### config.mk
export PLATFORM = sky130hd
export DESIGN_NAME = hrs_return_stack
export DESIGN_NICKNAME = d
export VERILOG_FILES = /design/src/inc/hrs_pkg.sv /design/src/hrs_return_stack.sv
export VERILOG_INCLUDE_DIRS = /design/src /design/src/inc
export SDC_FILE = /design/constraint.sdc
export NUM_CORES = 1
export LEC_CHECK = 0
export BUFFER_PORTS_ARGS = -buffer_cell sky130_fd_sc_hd__buf_2
export CAP_MARGIN = 20
export CORE_ASPECT_RATIO = 0.75
export CORE_MARGIN = 2
export CORE_UTILIZATION = 51
export DETAILED_ROUTE_END_ITERATION = 7
export PLACE_DENSITY = 0.77
export SLEW_MARGIN = 20
export SYNTH_ARGS = -nofsm -noshare
export SYNTH_HDL_FRONTEND = slang
export SYNTH_SLANG_ARGS = --single-unit
### constraint.sdc
create_clock -name mclk -period 4.2 [get_ports mclk]
set_clock_uncertainty 0.15 [all_clocks]
set_input_delay 0.63 -clock mclk [delete_from_list [all_inputs] [get_ports mclk]]
set_output_delay 0.63 -clock mclk [all_outputs]
set_load 0.02 [all_outputs]
### src/inc/hrs_defines.svh
// hrs_defines.svh: offsets, field positions, reset values of the return stack
// assumes a 32-bit avalon-mm slave, one register per aligned word
`ifndef HRS_DEFINES_SVH
`define HRS_DEFINES_SVH

`define HRS_OFS_TOP_LOW 4'h0
`define HRS_OFS_TOP_HIGH 4'h4
`define HRS_OFS_PTR 4'h8
`define HRS_OFS_STATUS 4'hc

`define HRS_BIT_OVF 0
`define HRS_BIT_UNF 1

`define HRS_PTR_RST 5'h1f
`define HRS_PTR_FULL 5'h0f
`define HRS_PTR_EMPTY 5'h1f
`define HRS_PC_RST 15'h0000
`define HRS_RDATA_RST 32'h0000_0000
`define HRS_DEPTH 16

`endif

### src/inc/hrs_pkg.sv
// hrs_pkg: types shared by the return stack and its surroundings
// assumes nothing beyond the defines header
package hrs_pkg;

	// one step of the instruction sequencer toward the stack
	typedef struct packed {
		logic push;
		logic pop;
		logic [14:0] pc;
	} hrs_core_req_t;

	// avalon-mm request from the bus master
	typedef struct packed {
		logic read;
		logic write;
		logic [3:0] address;
		logic [31:0] writedata;
	} hrs_av_req_t;

	typedef enum logic {
		HRS_BUS_IDLE = 1'b0,
		HRS_BUS_ACK = 1'b1
	} hrs_bus_st_t;

endpackage : hrs_pkg

### src/hrs_return_stack.sv
// hrs_return_stack: sixteen-entry return-address stack with software access
// assumes push and pop come from logic on mclk, at most one of them per cycle
`timescale 1ns/1ps
`default_nettype none
`include "hrs_defines.svh"

// Contract
// sixteen entries of fifteen bits, apart from program and data memory
// call, call via w register and interrupt vectoring push the program counter
// return, return with literal and return from interrupt pop into the program counter
// push and pop leave the program counter high latch untouched
// with error reset disabled the stack wraps, seventeenth push overwrites the first
// overflow and underflow set their flags whether or not error reset is on
// top entry readable and writable as a low and high register pair
// software writes the pointer first; top entry accesses then hit that entry
// pointer is five bits so overflow and underflow are detectable
// calls and interrupts increment the pointer, returns decrement it
// push increments then writes; pop reads then decrements
// software takes care changing the pointer while interrupts are enabled
// with error reset enabled, overflow or underflow also requests a device reset
module hrs_return_stack (
	input wire logic mclk,
	input wire logic srst,
	input wire hrs_pkg::hrs_core_req_t core_req,
	output logic [14:0] pop_pc,
	input wire logic stack_error_reset_enable,
	output logic stack_reset_req,
	input wire hrs_pkg::hrs_av_req_t av_req,
	output logic [31:0] av_readdata,
	output logic av_waitrequest
);
	import hrs_pkg::*;

	////////////////////////////////////////////////////////////////////////////////
	// state

	logic [14:0] stack_ff [`HRS_DEPTH];
	logic [14:0] nxt_stack [`HRS_DEPTH];
	logic [4:0] ptr_ff;
	logic [4:0] nxt_ptr;
	logic ovf_ff;
	logic nxt_ovf;
	logic unf_ff;
	logic nxt_unf;
	logic [14:0] pop_pc_ff;
	logic [14:0] nxt_pop_pc;
	logic rst_req_ff;
	logic nxt_rst_req;
	hrs_bus_st_t bus_ff;
	hrs_bus_st_t nxt_bus;
	logic [31:0] rdata_ff;
	logic [31:0] nxt_rdata;

	logic bus_req;
	logic bus_wr;
	logic do_push;
	logic do_pop;
	logic over_ev;
	logic under_ev;
	logic [4:0] ptr_up;
	logic [4:0] ptr_dn;
	logic [3:0] sel;
	logic [14:0] top_val;

	////////////////////////////////////////////////////////////////////////////////
	// bus handshake: one wait state, then the answer

	assign bus_req = av_req.read | av_req.write;
	assign av_waitrequest = bus_req & (bus_ff == HRS_BUS_IDLE);
	assign bus_wr = av_req.write & (bus_ff == HRS_BUS_ACK);
	assign av_readdata = rdata_ff;

	always_comb begin
		nxt_bus = HRS_BUS_IDLE;
		unique case (bus_ff)
			HRS_BUS_IDLE: begin
				if (bus_req) begin
					nxt_bus = HRS_BUS_ACK;
				end
			end
			HRS_BUS_ACK: begin
				nxt_bus = HRS_BUS_IDLE;
			end
		endcase
	end

	always_ff @(posedge mclk) begin
		if (srst) begin
			bus_ff <= HRS_BUS_IDLE;
		end else begin
			bus_ff <= nxt_bus;
		end
	end

	////////////////////////////////////////////////////////////////////////////////
	// stack pointer and entries

	assign do_push = core_req.push;
	assign do_pop = core_req.pop & ~core_req.push;
	assign ptr_up = ptr_ff + 5'h01;
	assign ptr_dn = ptr_ff - 5'h01;
	assign sel = ptr_ff[3:0];
	assign top_val = stack_ff[sel];
	assign over_ev = do_push & (ptr_ff == `HRS_PTR_FULL);
	assign under_ev = do_pop & (ptr_ff == `HRS_PTR_EMPTY);

	always_comb begin
		nxt_stack = stack_ff;
		nxt_ptr = ptr_ff;
		nxt_pop_pc = pop_pc_ff;
		if (do_push) begin
			// increment first, then store; index wraps past the last entry
			nxt_ptr = ptr_up;
			nxt_stack[ptr_up[3:0]] = core_req.pc;
		end else if (do_pop) begin
			// read the current entry, then step back
			nxt_pop_pc = top_val;
			nxt_ptr = ptr_dn;
		end else if (bus_wr) begin
			// software goes through the entry the pointer selects, or sets the pointer itself
			unique case (av_req.address)
				`HRS_OFS_TOP_LOW: begin
					nxt_stack[sel][7:0] = av_req.writedata[7:0];
				end
				`HRS_OFS_TOP_HIGH: begin
					nxt_stack[sel][14:8] = av_req.writedata[6:0];
				end
				`HRS_OFS_PTR: begin
					nxt_ptr = av_req.writedata[4:0];
				end
				default: begin
					nxt_ptr = ptr_ff;
				end
			endcase
		end
	end

	always_ff @(posedge mclk) begin
		stack_ff <= nxt_stack;
	end

	always_ff @(posedge mclk) begin
		if (srst) begin
			ptr_ff <= `HRS_PTR_RST;
			pop_pc_ff <= `HRS_PC_RST;
		end else begin
			ptr_ff <= nxt_ptr;
			pop_pc_ff <= nxt_pop_pc;
		end
	end

	// only the fifteen-bit counter value leaves; the high latch is not driven here
	assign pop_pc = pop_pc_ff;

	////////////////////////////////////////////////////////////////////////////////
	// error flags and reset request

	always_comb begin
		nxt_ovf = ovf_ff;
		nxt_unf = unf_ff;
		// writing a one clears a flag; a fresh event wins over the clear
		if (bus_wr && av_req.address == `HRS_OFS_STATUS) begin
			if (av_req.writedata[`HRS_BIT_OVF]) begin
				nxt_ovf = 1'b0;
			end
			if (av_req.writedata[`HRS_BIT_UNF]) begin
				nxt_unf = 1'b0;
			end
		end
		if (over_ev) begin
			nxt_ovf = 1'b1;
		end
		if (under_ev) begin
			nxt_unf = 1'b1;
		end
		nxt_rst_req = stack_error_reset_enable & (over_ev | under_ev);
	end

	always_ff @(posedge mclk) begin
		if (srst) begin
			ovf_ff <= 1'b0;
			unf_ff <= 1'b0;
			rst_req_ff <= 1'b0;
		end else begin
			ovf_ff <= nxt_ovf;
			unf_ff <= nxt_unf;
			rst_req_ff <= nxt_rst_req;
		end
	end

	assign stack_reset_req = rst_req_ff;

	////////////////////////////////////////////////////////////////////////////////
	// read data, captured during the wait state

	always_comb begin
		nxt_rdata = rdata_ff;
		if (av_req.read && bus_ff == HRS_BUS_IDLE) begin
			nxt_rdata = `HRS_RDATA_RST;
			unique case (av_req.address)
				`HRS_OFS_TOP_LOW: begin
					nxt_rdata[7:0] = top_val[7:0];
				end
				`HRS_OFS_TOP_HIGH: begin
					nxt_rdata[6:0] = top_val[14:8];
				end
				`HRS_OFS_PTR: begin
					nxt_rdata[4:0] = ptr_ff;
				end
				`HRS_OFS_STATUS: begin
					nxt_rdata[`HRS_BIT_OVF] = ovf_ff;
					nxt_rdata[`HRS_BIT_UNF] = unf_ff;
				end
				default: begin
					nxt_rdata = `HRS_RDATA_RST;
				end
			endcase
		end
	end

	always_ff @(posedge mclk) begin
		if (srst) begin
			rdata_ff <= `HRS_RDATA_RST;
		end else begin
			rdata_ff <= nxt_rdata;
		end
	end
endmodule : hrs_return_stack
`default_nettype wire

==> results.sh, run 1 <==
export IMPL_outcome="finished, final reports clean"
export IMPL_crit_path_frequent_cell="nand2_1"
export IMPL_intPower_uw=4570
export IMPL_clk_pin_slew_ns=0.06
export IMPL_p_sw_uw=1810
export IMPL_slowest_delay_ns=0.78
export IMPL_hpwl_um=29000
export IMPL_synth_edf_count=240
export IMPL_fin_crit_ns=3.40
export IMPL_synth_largest_area_cell="edfxtp_1"
export IMPL_area_delta_synth_final_pct=9.30
export IMPL_ios=107
export IMPL_fill_cells=2164
export IMPL_r2r_slack_ns=0.80
export IMPL_clock_sinks=272
export IMPL_wl_per_cell_um=29.0
export IMPL_hold_buffers=0
export IMPL_die_h_um=146
export IMPL_numCtsBuffers=27
export IMPL_clkPwrFrac_pct=36.3
export IMPL_drt_iter0_drc=1980
export IMPL_yosysWarnings=0
export IMPL_hold_viol_final=0
export IMPL_syn_area_per_cell_um2=11.9
export IMPL_drive_gt1_share_pct=19.0
export IMPL_cts_setup_buffers=0
export IMPL_cts_root_buf="clkbuf_16"
export IMPL_start_util_pct=51.5
export IMPL_routed_wirelength_um=44600
export IMPL_cts_htree_levels=1
export IMPL_antenna_found_initial=0
export IMPL_die_area_um2=28300
export IMPL_grt_overflow_total=0
export IMPL_path_max_fanout=39
export IMPL_ys_flop_type="edfxtp_1"
export IMPL_core_rowCount=52
export IMPL_synth_top_family_by_area="compound AO/OA/AOI/OAI gates"
export IMPL_netlist_cell_type_count=57
export IMPL_first_global_vias=10451
export IMPL_critPathSlowestCell="nand2_1"
export IMPL_nets=1235
export IMPL_antenna_cells=0
export IMPL_drt_drc_violations_left=0
export IMPL_grt_pass1_wl_um=65800
export IMPL_timing_rr_end="stack_ff[105]"
export IMPL_arrival_ns=3.49
export IMPL_clock_path_buffers=3
export IMPL_synthCells=1155
export IMPL_start_kind="flip-flop"
export IMPL_layout_cells_non_filler=1539
export IMPL_grt_max_degree=53
export IMPL_drt_pass1_iterations=8
export IMPL_holdCritStartpoint="stack_error_reset_enable"
export IMPL_ant_nets=0
export IMPL_setup_viol=0
export IMPL_dp_cells=1492
export IMPL_netlist_area_leader_share_pct=52.3
export IMPL_total_power_uw=6380
export IMPL_hold_end="stack_reset_req"
export IMPL_vias=11159
export IMPL_slew_viol_final=0
export IMPL_critPathKind="flip-flop to flip-flop"
export IMPL_reg2reg_depth=6
export IMPL_synth_simple_area_share_pct=9.10
export IMPL_cp_required_ns=4.29
export IMPL_slew_headroom_pct=37.3
export IMPL_path_buf_inv=1
export IMPL_max_cap_violations=0
export IMPL_synth_compound_area_share_pct=16.7
export IMPL_rsz0062_at_grt="no"
export IMPL_numPortBuffers=58
export IMPL_fin_setup_tns_ns=0
export IMPL_power_leakage_uw=0.00528
export IMPL_swShare_pct=28.3
export IMPL_core_area_um2=26700
export IMPL_comb_power_share_pct=16.2
export IMPL_worstMarginPinSlew_ns=0.939
export IMPL_critPathCaptureType="flip-flop"
export IMPL_path_delay_family="simple AND/OR/NAND/NOR gates"
export IMPL_peakVddDrop_uv=322
export IMPL_ys_async_sr_fraction_pct=0
export IMPL_synth_seq_cells=272
export IMPL_clk_latency_ns=0.56
export IMPL_reg2reg_from="ptr_ff[0]"
export IMPL_fin_crit_sh_pct=80.9
export IMPL_fp_dieW_um=194
export IMPL_syn_area_um2=13800
export IMPL_hold_path_depth=3
export IMPL_synth_area_leaders="edfxtp_1 (52%), o22ai_1 (10%), mux4_2 (6.7%)"
export IMPL_avgViaCountPerCell=7.25
export IMPL_cts_resized=0
export IMPL_hold_class="input port to flip-flop"
export IMPL_place_congestion=0.965
export IMPL_grt_use_total_pct=30.8
export IMPL_cts_tree="yes"
export IMPL_seqPwrFrac_pct=47.4
export IMPL_muxShareOfSynthArea_pct=10.7
export IMPL_p_per_area_nw_per_um2=424
export IMPL_synthXorXnorAreaFrac_pct=0
export IMPL_clock_fmax_mhz=294
export IMPL_synthAdderAreaFrac_pct=0.636
export IMPL_path_cells="buf_4 > a21boi_1 > o211ai_1 > nand2_1 > nand2_1 > o22ai_1"
export IMPL_yosysSeqAreaShare_pct=57.0
how the worst max path moves through the flow:
stage                          start             to  slack [ns]  cells after the start
after CTS                  ptr_ff[0]  stack_ff[105]        0.90                      6
after global placement    av_req[34]  stack_ff[192]        0.92                      6
after global routing       ptr_ff[0]  stack_ff[105]        0.68                      6
after detailed placement  av_req[34]  stack_ff[192]        0.87                      6
after floorplan            ptr_ff[1]  stack_ff[225]        1.27                     10
final                      ptr_ff[0]  stack_ff[105]        0.80                      6
flip-flops by register name, indices dropped and copies added (netlist names):
name,count
ovf_ff,1
ptr_ff,5
pop_pc,15
av_readdata,8
stack_reset_req,1
unf_ff,1
bus_ff,1
stack_ff,240
synthesized netlist by cell type, types with 25 or more instances:
cell / number
edfxtp_1: 240
o22ai_1: 223
nand2_1: 120
clkbuf_1: 65
nor2_1: 49
mux4_2: 41
buf_2: 35
mux2i_1: 34
buf_4: 32
dfxtp_1: 32
o21ai_0: 32
nor3_1: 27
a21oi_1: 25
nand3_1: 25
routing by layer:
layer | global-route usage [%] | wire length (um) | vias up
met5 | 0 | 0 | -
met2 | 43.9 | 18500 | 1098
met1 | 42.8 | 16100 | 5303
met4 | 11.8 | 1930 | 0
li1 | - | - | 4569
met3 | 12.0 | 8100 | 189
power groups by stage:
stage / logic [uW] / registers [uW] / clock network (uW)
finish: 1040 / 3020 / 2320
detailed placement: 982 / 3080 / 0
global placement: 960 / 3080 / 0
CTS: 987 / 3020 / 2310
floorplan: 665 / 3080 / 0
global route: 1070 / 3030 / 2410
final cells by class:
| class | count | area, um^2 | area share [%] |
|---|---|---|---|
| timing repair buffer | 111 | 688 | 4.57 |
| tap | 351 | 439 | 2.92 |
| multi-input combinational | 751 | 5210 | 34.6 |
| clock inverter | 11 | 66.3 | 0.441 |
| clock buffer | 36 | 762 | 5.06 |
| inverter | 7 | 26.3 | 0.175 |
| sequential | 272 | 7860 | 52.2 |
placed cells by master, fill, tap and decap left out, types with 8 or more instances in the layout:
| master | instances |
|---|---|
| mux2i_1 | 34 |
| o22ai_1 | 223 |
| a22oi_1 | 15 |
| a21oi_1 | 25 |
| o211ai_1 | 10 |
| nand3_1 | 25 |
| a31oi_1 | 19 |
| a221oi_1 | 8 |
| clkbuf_16 | 29 |
| buf_2 | 58 |
| mux4_2 | 41 |
| o21ai_0 | 32 |
| nor3_1 | 27 |
| inv_1 | 8 |
| buf_4 | 53 |
| nand2_1 | 120 |
| edfxtp_1 | 240 |
| dfxtp_1 | 30 |
| conb_1 | 24 |
| nor2_1 | 48 |
| nor2b_1 | 10 |
| mux2_2 | 19 |
worst register-to-register path: stages (launching register included):
cell and delay [ns]:
dfxtp_4 0.46, buf_4 0.67, a21boi_1 0.32, o211ai_1 0.25, nand2_1 0.24, nand2_1 0.78
o22ai_1 0.22
through the flow:
step | util (%) | area, um^2 | hold WS [ns] | setup slack (ns)
after CTS | 56.3 | 15000 | 0.172 | 0.896
after floorplan | - | 13900 | 0.304 | 1.27
after detailed placement | 53.2 | 14200 | 0.295 | 0.874
after global routing | 56.3 | 15100 | 0.191 | 0.683
final | 56.3 | 15100 | 0.180 | 0.802
after global placement | 53.2 | 14200 | 0.288 | 0.916
logic make-up (layout without fill, tap and decap cells):
logic type | after synthesis | in the layout
flip-flops | 272 | 272
adder cells (fa/ha/maj) | 7 | 7
AO/OA/AOI/OAI | 358 | 358
buffers and inverters | 155 | 165
AND/OR/NAND/NOR | 268 | 268
other | 1 | 24
multiplexers | 94 | 94
Power figures use the tool's default switching activity.
==> inputs of run 2 (changes only) <==
- ABC_AREA: not set -> 1
- clock period: 4.2 -> 3.4 ns (I/O delays scaled with it)
==> run 2 against run 1 <==
Effect of this change: flip-flop and latch count did not move; total power up 32%; combinational power is 43% higher; non-clock buffer count rose by 8; fmax up 14%; clock power up 33%.
==> results.sh, run 2 <==
export IMPL_outcome="finished, final reports clean"
export IMPL_largest_register="stack_ff"
export IMPL_synth_edf_count=240
export IMPL_cp_required_ns=3.45
export IMPL_cts_htree_levels=1
export IMPL_antenna_cells=0
export IMPL_antenna_found_initial=0
export IMPL_die_area_um2=30500
export IMPL_ant_nets=0
export IMPL_setup_viol=0
export IMPL_place_congestion=0.957
export IMPL_cts_root_buf="clkbuf_16"
export IMPL_fin_crit_ns=2.99
export IMPL_routed_wirelength_um=48800
export IMPL_synth_seq_cells=272
export IMPL_largest_reg_flops=240
export IMPL_intPower_uw=5880
export IMPL_synth_largest_area_cell="edfxtp_1"
export IMPL_ys_async_sr_fraction_pct=0
export IMPL_path_max_fanout=33
export IMPL_clk_latency_ns=0.57
export IMPL_synth_most_common_cell="nand2_1"
export IMPL_numPortBuffers=58
export IMPL_cts_resized=0
export IMPL_start_kind="flip-flop"
export IMPL_hold_class="input port to flip-flop"
export IMPL_synth_top_cells_by_count="nand2_1 (456), edfxtp_1 (240), o22ai_1 (231)"
export IMPL_hold_viol_final=0
export IMPL_start_util_pct=51.4
export IMPL_synth_area_leaders="edfxtp_1 (49%), nand2_1 (12%), o22ai_1 (9.7%)"
export IMPL_path_delay_family="buffers and inverters"
export IMPL_ys_flop_type="edfxtp_1"
export IMPL_grt_max_degree=61
export IMPL_hpwl_um=31800
export IMPL_peakVddDrop_uv=380
export IMPL_power_leakage_uw=0.00621
export IMPL_grt_pass1_wl_um=71600
export IMPL_fin_crit_sh_pct=87.9
export IMPL_drt_iter0_drc=2098
export IMPL_slew_headroom_pct=30.5
export IMPL_worstMarginPinSlew_ns=1.04
export IMPL_first_global_vias=12305
export IMPL_numCtsBuffers=27
export IMPL_grt_use_total_pct=31.3
export IMPL_rsz0062_at_grt="no"
export IMPL_total_power_uw=8400
export IMPL_p_per_area_nw_per_um2=520
export IMPL_fp_dieW_um=201
export IMPL_vias=13309
export IMPL_mostFrequentLayoutCell="nand2_1"
export IMPL_p_sw_uw=2510
export IMPL_fin_setup_tns_ns=0
export IMPL_netlist_area_leader_share_pct=48.6
export IMPL_core_area_um2=28900
export IMPL_arrival_ns=3.04
export IMPL_yosysSeqAreaShare_pct=52.9
export IMPL_area_delta_synth_final_pct=8.98
export IMPL_syn_area_um2=14800
export IMPL_critPathSlowestCell="nor2_1"
export IMPL_clock_fmax_mhz=335
export IMPL_core_rowCount=54
export IMPL_final_cell_mix="nand2_1 (456), edfxtp_1 (240), o22ai_1 (231)"
export IMPL_synthCells=1713
export IMPL_grt_overflow_total=0
export IMPL_slowest_delay_ns=0.53
export IMPL_yosysWarnings=0
export IMPL_critPathKind="flip-flop to flip-flop"
export IMPL_avgViaCountPerCell=6.20
export IMPL_hold_buffers=0
export IMPL_wl_per_cell_um=22.7
export IMPL_clock_sinks=272
export IMPL_seqPwrFrac_pct=45.5
export IMPL_comb_power_share_pct=17.8
export IMPL_path_buf_inv=4
export IMPL_slew_viol_final=0
export IMPL_swShare_pct=29.9
export IMPL_drive_gt1_share_pct=12.4
export IMPL_drt_drc_violations_left=0
export IMPL_ios=107
export IMPL_cts_setup_buffers=0
export IMPL_path_cells="inv_4 > ha_1 > clkinv_1 > nor2_1 > inv_1 > o21ai_1 > inv_1 > nor2_1"
export IMPL_drt_pass1_iterations=6
export IMPL_clk_pin_slew_ns=0.07
export IMPL_nets=1798
export IMPL_finish_utilization_pct=56.0
export IMPL_die_h_um=152
export IMPL_cts_tree="yes"
export IMPL_syn_area_per_cell_um2=8.65
export IMPL_max_cap_violations=0
export IMPL_netlist_cell_type_count=35
export IMPL_clock_path_buffers=3
export IMPL_clkPwrFrac_pct=36.7
export IMPL_critPathCaptureType="flip-flop"
## run 2: worst register-to-register path, cell delays in order, from the launching register on
cell      delay [ns]
dfxtp_4         0.49
inv_4           0.34
ha_1            0.28
clkinv_1        0.33
nor2_1          0.22
inv_1           0.08
o21ai_1         0.12
inv_1           0.07
nor2_1          0.53
## run 2: final timing paths
kind                      to                     start  cells past startpoint  slack (ns)
min          stack_reset_req  stack_error_reset_enable                      3        0.04
min reg2reg   av_readdata[2]            av_readdata[2]                      2        0.31
max reg2reg    stack_ff[220]                 ptr_ff[0]                      8        0.41
max            stack_ff[220]                 ptr_ff[0]                      8        0.41
## run 2: layout make-up
type	count	area (um^2)
fillers	2573	12700
flip-flops and latches	272	7850
multi-input cells	1141	5510
repair buffers	119	761
clock buffers	30	687
inverters	172	651
well taps	392	490
clock inverters	20	204
## run 2: per-layer routing
| layer | vias up | global-route usage [%] | wire (um) |
|---|---|---|---|
| li1 | 5924 | - | - |
| met1 | 6168 | 41.5 | 18100 |
| met2 | 1046 | 46.2 | 20500 |
| met3 | 171 | 10.1 | 7440 |
| met4 | 0 | 16.5 | 2700 |
| met5 | - | 0 | 0 |
## run 2: metrics by stage
stage | area, um^2 | hold slack (ns) | std cells | worst slack (ns)
after floorplan | 14900 | 0.300 | 1736 | 0.446
after global placement | 15300 | 0.304 | 2096 | 0.514
after detailed placement | 15300 | 0.306 | 2096 | 0.509
after CTS | 16200 | 0.0181 | 2146 | 0.486
after global routing | 16200 | 0.0296 | 2146 | 0.255
final | 16200 | 0.0355 | 2146 | 0.412
## run 2: power groups by stage
stage | Combinational, uW | Sequential [uW] | Clock (uW)
2_1_floorplan | 1000 | 3870 | 0
3_3_place_gp | 1400 | 3880 | 0
3_5_place_dp | 1430 | 3890 | 0
4_1_cts | 1430 | 3820 | 3080
5_1_grt | 1590 | 3830 | 3230
6_report | 1490 | 3820 | 3080
## run 2: kinds of logic (layout without fill, tap and decap cells)
| family | count (synthesis) | in the layout | synth area share, % |
|---|---|---|---|
| xor+xnor | 1 | 1 | 0.186 |
| other cells | 1 | 24 | 0.0253 |
| compound gates | 408 | 408 | 16.3 |
| simple gates | 701 | 701 | 19.5 |
| fa+ha+maj | 7 | 7 | 0.591 |
| flops | 272 | 272 | 52.9 |
| buf+inv | 323 | 341 | 10.5 |
==> inputs of run 3 (changes only) <==
- CORE_UTILIZATION: 51 -> 35
- PLACE_DENSITY: 0.77 -> 0.59
==> run 3 against run 2 <==
Effect of this change: clock-buffer cell count rose by 17; critical path depth rose by 2; global-route usage fell by 8.1 points; largest power group unchanged.
==> results.sh, run 3 (same netlist as run 2, synthesis figures left out) <==
export IMPL_outcome="finished, final reports clean"
export IMPL_rsz0062_at_grt="no"
export IMPL_antenna_found_initial=0
export IMPL_antenna_cells=0
export IMPL_cts_htree_levels=1
export IMPL_cts_tree="yes"
export IMPL_drt_iter0_drc=1742
export IMPL_ios=107
export IMPL_first_global_vias=12343
export IMPL_avgViaCountPerCell=5.63
export IMPL_peakVddDrop_uv=377
export IMPL_slew_headroom_pct=45.2
export IMPL_max_cap_violations=0
export IMPL_holdCritStartpoint="stack_error_reset_enable"
export IMPL_largest_reg_flops=240
export IMPL_fin_setup_tns_ns=0
export IMPL_drt_pass1_iterations=6
export IMPL_clock_fmax_mhz=337
export IMPL_nets=1814
export IMPL_core_area_um2=41900
export IMPL_p_per_area_nw_per_um2=517
export IMPL_clock_path_buffers=3
export IMPL_vias=13176
export IMPL_critPathSlowestCell="dfxtp_2"
export IMPL_critPathKind="flip-flop to flip-flop"
export IMPL_start_kind="flip-flop"
export IMPL_hold_class="input port to flip-flop"
export IMPL_slew_viol_final=0
export IMPL_numPortBuffers=58
export IMPL_ant_nets=0
export IMPL_path_cells="buf_4 > inv_2 > ha_1 > inv_1 > nor2_1 > inv_2 > a21oi_1 > o21ai_1 > nor2_1 > buf_4"
export IMPL_clock_sinks=272
export IMPL_drt_drc_violations_left=0
export IMPL_cp_required_ns=3.57
export IMPL_wl_per_cell_um=22.5
export IMPL_setup_viol=0
export IMPL_path_delay_family="buffers and inverters"
export IMPL_path_max_fanout=24
export IMPL_final_cell_mix="nand2_1 (456), edfxtp_1 (240), o22ai_1 (231)"
export IMPL_cts_root_buf="clkbuf_16"
export IMPL_reg2reg_from="ptr_ff[1]"
export IMPL_grt_overflow_total=0
export IMPL_hold_viol_final=0
export IMPL_clk_latency_ns=0.56
export IMPL_hpwl_um=34400
export IMPL_worstMarginPinSlew_ns=0.819
export IMPL_cts_setup_buffers=0
export IMPL_whs_ns=0.0504
export IMPL_cts_resized=0
export IMPL_critPathCaptureType="flip-flop"
export IMPL_clk_pin_slew_ns=0.06
export IMPL_seqPwrFrac_pct=44.6
export IMPL_die_h_um=182
export IMPL_fin_crit_sh_pct=87.2
export IMPL_drive_gt1_share_pct=13.3
export IMPL_grt_use_total_pct=23.2
export IMPL_mostFrequentLayoutCell="nand2_1"
export IMPL_hold_buffers=0
export IMPL_fp_dieW_um=242
export IMPL_total_power_uw=8570
export IMPL_hold_end="stack_reset_req"
export IMPL_die_area_um2=44000
export IMPL_swShare_pct=30.2
export IMPL_fill_cells=4230
export IMPL_slowest_delay_ns=0.57
export IMPL_largest_register="stack_ff"
export IMPL_r2r_slack_ns=0.43
export IMPL_p_sw_uw=2590
export IMPL_timing_rr_end="stack_ff[201]"
export IMPL_reg2reg_depth=10
export IMPL_routed_wirelength_um=52700
export IMPL_power_leakage_uw=0.00632
export IMPL_clkPwrFrac_pct=37.3
export IMPL_start_util_pct=35.4
export IMPL_comb_power_share_pct=18.1
export IMPL_grt_pass1_wl_um=77100
export IMPL_path_buf_inv=5
export IMPL_area_delta_synth_final_pct=11.8
export IMPL_hold_path_depth=3
export IMPL_grt_max_degree=64
export IMPL_intPower_uw=5980
export IMPL_core_rowCount=65
export IMPL_arrival_ns=3.14
export IMPL_numCtsBuffers=29
export IMPL_fin_crit_ns=2.97
export IMPL_place_congestion=0.919
-- run 3: metal layers --
layer / part of all wire [%] / track usage, %
met5: 0 / 0
met4: 4.5 / 9.26
met3: 12 / 6.19
met2: 41 / 33.9
met1: 42 / 32.6
-- run 3: power groups by stage --
| stage | clock [uW] | sequential, uW | combinational, uW |
|---|---|---|---|
| 6_report | 3200 | 3820 | 1550 |
| 5_1_grt | 3350 | 3830 | 1650 |
| 4_1_cts | 3210 | 3820 | 1500 |
| 3_5_place_dp | 0 | 3890 | 1490 |
| 3_3_place_gp | 0 | 3890 | 1480 |
| 2_1_floorplan | 0 | 3870 | 1000 |
-- run 3: worst max-delay path by stage --
stage	start	end	slack [ns]	depth (start not counted)
2_1_floorplan	ptr_ff[0]	stack_ff[45]	0.45	11
3_3_place_gp	ptr_ff[1]	stack_ff[165]	0.54	8
3_5_place_dp	av_req[35]	stack_ff[217]	0.54	8
4_1_cts	ptr_ff[1]	stack_ff[168]	0.51	8
5_1_grt	ptr_ff[1]	stack_ff[168]	0.30	8
6_report	ptr_ff[1]	stack_ff[201]	0.43	10
-- run 3: tightest hold or removal path, cell delays in order --
cell and delay (ns):
buf_2 0.10, nand2_1 0.06, a21oi_1 0.05
-- run 3: per-stage QoR --
step	worst slack, ns	util (%)	cell area (um^2)	std cells
global route	0.297	39.6	16600	2340
CTS	0.506	39.6	16600	2340
floorplan	0.446	-	14900	1736
finish	0.434	39.6	16600	2340
detailed placement	0.535	37.3	15600	2287
global placement	0.538	37.3	15600	2287
-- run 3: area by class of cell --
type                       count  area, um^2  share of cell area [%]
clock inverter                 6        35.0                   0.211
multi-input combinational   1141        5510                    33.3
sequential                   272        7850                    47.4
timing repair buffer         133         891                    5.38
clock buffer                  47         917                    5.54
tap                          569         712                    4.30
inverter                     172         651                    3.93
